<file path="src/pkg/bts_pkg.sv">
// Package for the bus timeout supervisor: modes, carriers and timing counts.
// Assumes a 125 MHz system clock and a 1 us tick made by the divider inside the supervisor module.
package bts_pkg;

    // ==========================================================
    // Clock and tick
    // ==========================================================
    localparam int CLK_MHZ          = 125;
    localparam int TICK_NS          = 1000;
    localparam int CLK_PERIOD_NS    = 1000 / CLK_MHZ;
    localparam int TICK_CYCLES      = TICK_NS / CLK_PERIOD_NS;
    localparam int TICK_CNT_W       = 7;
    localparam logic [TICK_CNT_W-1:0] TICK_LAST = TICK_CNT_W'(TICK_CYCLES - 1);

    // ==========================================================
    // Times in their printed units; the design expires at the midpoint
    // of each window, which lies inside both the least and the longest time
    // ==========================================================
    localparam int CONFIRM_MIN_MS   = 115;
    localparam int CONFIRM_MAX_MS   = 285;
    localparam int OFFL_MIN_MS      = 50;
    localparam int OFFL_MAX_MS      = 66;
    localparam int OFFL_LONG_MIN_MS = 200;
    localparam int OFFL_LONG_MAX_MS = 265;
    localparam int OFFL_EXT_MIN_MS  = 400;
    localparam int OFFL_EXT_MAX_MS  = 530;
    localparam int LWAKE_MIN_US     = 30;
    localparam int LWAKE_MAX_US     = 150;
    localparam int CLAMP_MIN_MS     = 40;
    localparam int CLAMP_MAX_MS     = 160;
    localparam int RECOV_MIN_US     = 800;
    localparam int RECOV_MAX_US     = 2200;
    localparam int TXDIS_MIN_MS     = 20;
    localparam int TXDIS_MAX_MS     = 80;

    // Counts of 1 us ticks at each window's centre
    localparam int TMR_W = 20;
    localparam logic [TMR_W-1:0] CONFIRM_TICKS =
        TMR_W'((CONFIRM_MIN_MS + CONFIRM_MAX_MS) * 500);
    localparam logic [TMR_W-1:0] OFFL_TICKS =
        TMR_W'((OFFL_MIN_MS + OFFL_MAX_MS) * 500);
    localparam logic [TMR_W-1:0] OFFL_LONG_TICKS =
        TMR_W'((OFFL_LONG_MIN_MS + OFFL_LONG_MAX_MS) * 500);
    localparam logic [TMR_W-1:0] OFFL_EXT_TICKS =
        TMR_W'((OFFL_EXT_MIN_MS + OFFL_EXT_MAX_MS) * 500);
    localparam logic [TMR_W-1:0] LWAKE_TICKS =
        TMR_W'((LWAKE_MIN_US + LWAKE_MAX_US) / 2);
    localparam logic [TMR_W-1:0] CLAMP_TICKS =
        TMR_W'((CLAMP_MIN_MS + CLAMP_MAX_MS) * 500);
    localparam logic [TMR_W-1:0] RECOV_TICKS =
        TMR_W'((RECOV_MIN_US + RECOV_MAX_US) / 2);
    localparam logic [TMR_W-1:0] TXDIS_TICKS =
        TMR_W'((TXDIS_MIN_MS + TXDIS_MAX_MS) * 500);

    // Number of supervision timers
    localparam int NUM_TMR = 6;

    // ==========================================================
    // Modes supplied by the mode controller
    // ==========================================================
    typedef enum logic [2:0] {
        BTS_MODE_ACTIVE,
        BTS_MODE_ONLINE,
        BTS_MODE_LISTEN,
        BTS_MODE_OFFLINE,
        BTS_MODE_OTHER
    } bts_mode_t;

    // Status carrier toward the mode controller
    typedef struct packed {
        logic confirm_timeout;
        logic go_offline;
        logic lin_wake;
        logic lin_clamped;
        logic lin_tx_disabled;
    } bts_status_t;

endpackage

</file>
<file path="src/bts_supervisor.sv">
// Bus timeout supervisor: confirm window, off-line entry, LIN wake, clamp and TX guard.
// Assumes a mode controller drives MODE_I and acts on the status it reports.
`timescale 1ns/1ps
module bts_supervisor (
    input  wire logic                 SYS_CLK_I,
    input  wire logic                 RST_I,
    input  wire bts_pkg::bts_mode_t   MODE_I,
    input  wire logic                 CAN_WAKE_EVT_I,
    input  wire logic                 WAKE_MSG_I,
    input  wire logic                 CONFIRM_MSG_I,
    input  wire logic                 CAN_ACTIVITY_I,
    input  wire logic                 CAN_TRANSMIT_INPUT_I,
    input  wire logic                 LIN_TRANSMIT_INPUT_I,
    input  wire logic                 LIN_BUS_I,
    input  wire logic                 CAN_REGULATOR_CONTROL_BIT_I,
    input  wire logic                 OFFLINE_TIMER_SELECT_I,
    output bts_pkg::bts_status_t      STATUS_O,
    output logic                      LIN_TX_ENABLE_O
);
    // =====================================================
    // Pin synchronisers
    // =====================================================
    logic [2:0] pin_meta_q;
    logic [2:0] pin_sync_q;
    logic       can_tx_s;
    logic       lin_tx_s;
    logic       lin_bus_s;

    // Two flops on each asynchronous pin
    always_ff @(posedge SYS_CLK_I) begin
        if (RST_I) begin
            pin_meta_q <= 3'h7;
            pin_sync_q <= 3'h7;
        end else begin
            pin_meta_q <= {CAN_TRANSMIT_INPUT_I, LIN_TRANSMIT_INPUT_I, LIN_BUS_I};
            pin_sync_q <= pin_meta_q;
        end
    end

    // Synchronised pins, all idle high after reset
    assign can_tx_s  = pin_sync_q[2];
    assign lin_tx_s  = pin_sync_q[1];
    assign lin_bus_s = pin_sync_q[0];

    // =====================================================
    // Microsecond tick divider
    // =====================================================
    logic [bts_pkg::TICK_CNT_W-1:0] div_q;
    logic                           tick;

    assign tick = (div_q == bts_pkg::TICK_LAST);

    // Free-running divider
    always_ff @(posedge SYS_CLK_I) begin
        if (RST_I) begin
            div_q <= '0;
        end else begin
            div_q <= tick ? '0 : div_q + 1'b1;
        end
    end

    // =====================================================
    // Mode decode and sticky state
    // =====================================================
    logic mode_active;
    logic mode_offline;
    logic mode_listen;
    logic mode_online_any;
    logic waiting_q;
    logic can_woken_q;
    logic clamped_q;
    logic tx_dis_q;
    logic timeout_q;

    assign mode_active     = (MODE_I == bts_pkg::BTS_MODE_ACTIVE);
    assign mode_offline    = (MODE_I == bts_pkg::BTS_MODE_OFFLINE);
    assign mode_listen     = (MODE_I == bts_pkg::BTS_MODE_LISTEN);
    assign mode_online_any = mode_listen || (MODE_I == bts_pkg::BTS_MODE_ONLINE);

    // =====================================================
    // Timer conditions and limits
    // =====================================================
    logic [bts_pkg::NUM_TMR-1:0]    cond;
    logic [bts_pkg::NUM_TMR-1:0]    expired;
    logic [bts_pkg::TMR_W-1:0]      limit [bts_pkg::NUM_TMR];
    logic [bts_pkg::TMR_W-1:0]      offl_limit;

    // Idle limit picked by wake origin, then select bit
    assign offl_limit = can_woken_q            ? bts_pkg::OFFL_EXT_TICKS :
                        OFFLINE_TIMER_SELECT_I ? bts_pkg::OFFL_LONG_TICKS :
                                                 bts_pkg::OFFL_TICKS;

    // Each condition drops to restart its timer
    assign cond[0]  = mode_listen && waiting_q && !CONFIRM_MSG_I;
    assign cond[1]  = mode_online_any && can_tx_s && CAN_REGULATOR_CONTROL_BIT_I
                      && !CAN_ACTIVITY_I;
    assign cond[2]  = mode_offline && !lin_bus_s;
    assign cond[3]  = mode_active && !lin_bus_s && !clamped_q;
    assign cond[4]  = mode_active && lin_bus_s && clamped_q;
    assign cond[5]  = mode_active && !lin_tx_s && !tx_dis_q;
    // Expiry counts in microsecond ticks
    assign limit[0] = bts_pkg::CONFIRM_TICKS;
    assign limit[1] = offl_limit;
    assign limit[2] = bts_pkg::LWAKE_TICKS;
    assign limit[3] = bts_pkg::CLAMP_TICKS;
    assign limit[4] = bts_pkg::RECOV_TICKS;
    assign limit[5] = bts_pkg::TXDIS_TICKS;

    // One timer per supervised condition
    genvar gi;
    generate
        for (gi = 0; gi < bts_pkg::NUM_TMR; gi++) begin : g_tmr
            bts_timer u_tmr (
                .clk_i     (SYS_CLK_I),
                .rst_i     (RST_I),
                .tick_i    (tick),
                .cond_i    (cond[gi]),
                .limit_i   (limit[gi]),
                .expired_o (expired[gi])
            );
        end
    endgenerate

    // =====================================================
    // Sticky state updates
    // =====================================================
    // Wake message arms the confirm window; confirm, timeout or a mode change ends it
    always_ff @(posedge SYS_CLK_I) begin
        if (RST_I) begin
            waiting_q <= 1'b0;
        end else if (!mode_listen || CONFIRM_MSG_I || expired[0]) begin
            waiting_q <= 1'b0;
        end else if (WAKE_MSG_I) begin
            waiting_q <= 1'b1;
        end
    end

    // Confirm timeout report; the window closes right after, so it pulses
    always_ff @(posedge SYS_CLK_I) begin
        if (RST_I) begin
            timeout_q <= 1'b0;
        end else begin
            timeout_q <= mode_listen && expired[0];
        end
    end

    // CAN wake origin held through on-line and off-line; the event wins over the clear
    always_ff @(posedge SYS_CLK_I) begin
        if (RST_I) begin
            can_woken_q <= 1'b0;
        end else if (CAN_WAKE_EVT_I) begin
            can_woken_q <= 1'b1;
        end else if (!mode_online_any && !mode_offline) begin
            can_woken_q <= 1'b0;
        end
    end

    // Clamp set and recovery, active mode only
    always_ff @(posedge SYS_CLK_I) begin
        if (RST_I) begin
            clamped_q <= 1'b0;
        end else if (!mode_active) begin
            clamped_q <= 1'b0;
        end else if (expired[3]) begin
            clamped_q <= 1'b1;
        end else if (expired[4]) begin
            clamped_q <= 1'b0;
        end
    end

    // Transmitter disable, released once the input goes recessive
    always_ff @(posedge SYS_CLK_I) begin
        if (RST_I) begin
            tx_dis_q <= 1'b0;
        end else if (!mode_active || lin_tx_s) begin
            tx_dis_q <= 1'b0;
        end else if (expired[5]) begin
            tx_dis_q <= 1'b1;
        end
    end

    // =====================================================
    // Outputs
    // =====================================================
    logic lwake_q;
    logic offl_q;

    // LIN wake level, held while the dominant lasts
    always_ff @(posedge SYS_CLK_I) begin
        if (RST_I) begin
            lwake_q <= 1'b0;
        end else begin
            lwake_q <= expired[2];
        end
    end

    // Off-line request, held while the bus stays idle
    always_ff @(posedge SYS_CLK_I) begin
        if (RST_I) begin
            offl_q <= 1'b0;
        end else begin
            offl_q <= expired[1];
        end
    end

    // Status fields, one driver for the whole carrier
    assign STATUS_O = '{confirm_timeout: timeout_q,
                        go_offline:      offl_q,
                        lin_wake:        lwake_q,
                        lin_clamped:     clamped_q,
                        lin_tx_disabled: tx_dis_q};
    assign LIN_TX_ENABLE_O = !tx_dis_q;
endmodule // bts_supervisor

</file>
<file path="src/bts_timer.sv">
// Qualified-duration timer: counts ticks while its condition holds.
// Assumes the tick is a one-cycle enable on the same clock.
`timescale 1ns/1ps
module bts_timer (
    input  wire logic                      clk_i,
    input  wire logic                      rst_i,
    input  wire logic                      tick_i,
    input  wire logic                      cond_i,
    input  wire logic [bts_pkg::TMR_W-1:0] limit_i,
    output logic                           expired_o
);
    logic [bts_pkg::TMR_W-1:0] cnt_q;
    logic [bts_pkg::TMR_W-1:0] cnt_d;
    logic                      hit;

    // =====================================================
    // Count logic
    // =====================================================
    // Reaching the limit saturates; a broken condition restarts
    assign hit       = (cnt_q >= limit_i);
    assign cnt_d     = !cond_i ? '0 : (tick_i && !hit) ? cnt_q + 1'b1 : cnt_q;
    assign expired_o = cond_i && hit;

    // Count register
    always_ff @(posedge clk_i) begin
        if (rst_i) begin
            cnt_q <= '0;
        end else begin
            cnt_q <= cnt_d;
        end
    end
endmodule // bts_timer

</file>
<file path="config.mk">
export PLATFORM = sky130hd
export DESIGN_NAME = bts_supervisor
export DESIGN_NICKNAME = d
export VERILOG_FILES = /design/src/pkg/bts_pkg.sv /design/src/bts_supervisor.sv /design/src/bts_timer.sv
export SDC_FILE = /design/constraint.sdc
export NUM_CORES = 1
export LEC_CHECK = 0
export BUFFER_PORTS_ARGS = -buffer_cell sky130_fd_sc_hd__buf_2
export CAP_MARGIN = 0
export CORE_MARGIN = 3
export CORE_UTILIZATION = 44
export CTS_BUF_LIST = sky130_fd_sc_hd__clkbuf_4 sky130_fd_sc_hd__clkbuf_8
export DETAILED_ROUTE_END_ITERATION = 10
export PLACE_DENSITY = 0.66
export SLEW_MARGIN = 30
export SYNTH_ARGS = -nofsm -noshare
export SYNTH_HDL_FRONTEND = slang
export SYNTH_SLANG_ARGS = --single-unit
export TNS_END_PERCENT = 30
</file>
<file path="constraint.sdc">
create_clock -name SYS_CLK_I -period 2.95 [get_ports SYS_CLK_I]
set_clock_uncertainty 0.05 [all_clocks]
set_input_delay 0.59 -clock SYS_CLK_I [delete_from_list [all_inputs] [get_ports SYS_CLK_I]]
set_output_delay 0.59 -clock SYS_CLK_I [all_outputs]
set_load 0.01 [all_outputs]
</file>
==> summary.md <==
| Metric | Value |
|---|---|
| Die W | ~130 um |
| Fin. max-slew vios | 0 |
| Setup CP Type | flop to flop |
| Post-cts hold buffer count | 0 |
| # Max-Cap Violations | 0 |
| DRC Markers | 0 |
| Setup TNS | 0 ps |
| Slew headroom | about two fifths |
| Clock Latency Late Sink | 440 ps |
| Remaining Overflow, GRT | 0 |
| Yosys top cell by area | dfxtp_1 |
| Ranking of synthesized cells by area | dfxtp_1, ha_1, nor2_1, xnor2_1, a21oi_1 |
| Worst-margin pin slew | between 900 and 1000 ps |
| Tot GR Track Use | ~17% |
| Routed WL | 13,000 um |
| Post-synth top area share | ~43% |
| Place WS | -116 ps |
| Die height | 127 um |
| Syn_nets | between 700 and 800 |
| Clock root cell | clkbuf_8 |
| Die area | 16,200 um^2 |
| Layout area overhead | 10.5% |
| First-pass GRT wire length | 22,800 um |
| IO Pins | 20 |
| Routed len/inst | roughly 14 um |
| Vias in the first global route | around 5,000 |
| Cell area power density | approximately 490 nW/um^2 |
| Final #Nets | around 800 |
| Buffer and inverter count on the worst path | 0 |
| Status | finished, final reports clean |
| Critical path's largest stage delay | between 500 and 600 ps |
| Detailed placement HPWL | just over 9000 um |
| Diodes inserted | 0 |
| Cell Area, Synth | 6450 um^2 |
| RSZ-0062 raised after global routing | false |
| CTS tree | yes |
| Critical Path Start Type | flop |
| TritonCTS Sinks | 140 |
| Final Cell Area | around 7100 um^2 |
| Final period util | 93.5% |
| Slowest CP cell | or4_1 |
| Port Buf Inserts | 19 |
| Async SR Flop Fraction | 0% |
| Critical Path Sink Type | flop |
| Maximum VDD drop | 0.366 mV |
| Mean Syn Cell Area | just under 9 um^2 |
| Hold/Removal Path Class | input port to flop |
| ANT nets after route | 0 |
| Total core area | 14,100 um^2 |
| Fin crit period | around 2800 ps |
| #FFs+latches synth | 140 |
| Post-synth top flop | dfxtp_1 |
| Synthesis Warnings | 0 |
| Clock buffer count from CTS | 17 |
| CP required | roughly 3300 ps |
| 1st-iter DRT viols | ~310 |
| Worst-path cell chain | or2_2 -> ha_1 -> a211oi_1 -> o21a_1 -> o21ai_1 -> a21o_4 -> or4_1 -> a21oi_1 |
| Post-synthesis instance total | about 740 |
| Clock transition at path regs | roughly 80 ps |
| H-tree Lvls | 4 |
| Via count | between 5,000 and 6,000 |
| Largest net degree at the start of global routing | 22 |
| CTS resizes | 0 |
| Final WS setup | between 150 and 200 ps |
| Register area share after synthesis | a little over two fifths |
| Postcts setup bufs | 0 |
| Critical path fanouts, max | 21 |
| Final hold viol count | 0 |
| Max Freq | ~360 MHz |
| Yosys cell types | 59 |
| Final Power | 3.48 mW |
| Layout cells sized above 1 | between 10% and 20% |
| Max clock buf depth | 2 |
| Final GP Congestion | about 0.84 |
| Initial antenna violation count | 0 |
| Initial Utilization | between 40% and 50% |
| CP top delay family | compound AO/OA/AOI/OAI gates |
| First drt pass iteration count | 5 |
| # rows | between 40 and 50 |
| Worst Path Arrival | 3070 ps |
| Dpl cell area | approximately 6700 um^2 |
| Leakage power | around 2.4 nW |
| Setup Viol. Count Final | 0 |
| Post-synth EDFFs | 0 |
| Vias/cell | between 5 and 6 |
## kinds of logic (layout without fill, tap and decap cells)
logic type      after synthesis  after routing  share of synthesized area, %
flops                       140            140                          43.4
fa+ha+maj                    30             30                          5.82
mux                           4              4                         0.640
buf+inv                      65            100                          4.36
xor+xnor                     46             46                          6.24
simple gates                334            334                          27.5
compound gates              117            117                          12.0
## cells in the final DEF (no fill, tap or decap), drive strengths merged, types with 28 or more instances in the layout
cell type,n
inv,37
xnor2,28
nor3,29
buf,34
a21oi,43
nor2,76
nand2,52
and2,31
dfxtp,140
ha,30
nand3,33
## sequential cells by signal, indices dropped and copies added, names as in the netlist
name / cells
clamped_q: 1
pin_sync_q: 3
g_tmr.u_tmr.cnt_q: 120
tx_dis_q: 1
lwake_q: 1
timeout_q: 1
waiting_q: 1
div_q: 7
pin_meta_q: 3
offl_q: 1
can_woken_q: 1
## layout make-up
class / instances / area, um^2
Tap cell: 180 / 225
Clock inverter: 13 / 144
Inverter: 35 / 131
Multi-Input combinational cell: 531 / 3370
Clock buffer: 18 / 248
Sequential cell: 140 / 2800
Fill cell: 1325 / 6960
Timing Repair Buffer: 34 / 208
## stage by stage
step | cells | hold slack [ps] | util, %
after global placement | 920 | 342 | 47.8
final | 951 | 280 | 50.6
after detailed placement | 920 | 349 | 47.8
after floorplan | 736 | 339 | -
after CTS | 951 | 254 | 50.6
after global routing | 951 | 247 | 50.6
## report_power, final
part | internal, mW | total, mW | switching (mW)
sequential | 1.90 | 1.90 | 0.00711
clock | 0.773 | 1.51 | 0.742
combinational | 0.0285 | 0.0666 | 0.0381
## metal layers
metal	vias to the layer above	wire length, um	track usage (%)
li1	2646	-	-
met1	2428	6320	22.1
met2	72	6060	27.3
met3	15	444	4.10
met4	0	180	7.13
met5	-	0	0
## cells in the mapped netlist, drive strengths merged, types with 2 or more instances
master and count:
a41oi 2, nor3b 2, clkbuf 20, dfxtp 140, mux2i 3, nand3 33
xnor2 28, nor4b 3, xor2 18, and3 15, and2 31, and4 5
o21ai 21, a21oi 43, a21o 4, a211oi 7, or3 20, nand4 22
nor3 29, buf 10, nor4 12, ha 30, o21a 6, nand2 52
nor2b 2, o2111ai 2, a2111oi 2, nor2 76, a41o 2, nand4b 2
o211ai 5, inv 35, or4 17, o31ai 15, or2 11, a31oi 3
## final timing paths
path	start	endpoint	slack [ps]	cells after the start
setup / recovery	can_woken_q$_SDFFE_PP0P_	g_tmr[1].u_tmr.cnt_q[12]$_SDFFE_PP0P_	190	8
hold / removal	LIN_TRANSMIT_INPUT_I	pin_meta_q[1]$_SDFF_PP1_	280	2
setup reg to reg	can_woken_q$_SDFFE_PP0P_	g_tmr[1].u_tmr.cnt_q[12]$_SDFFE_PP0P_	190	8
hold reg to reg	pin_meta_q[0]$_SDFF_PP1_	pin_sync_q[0]$_SDFF_PP1_	360	1
Note: power is estimated with default switching activity, not from simulation.
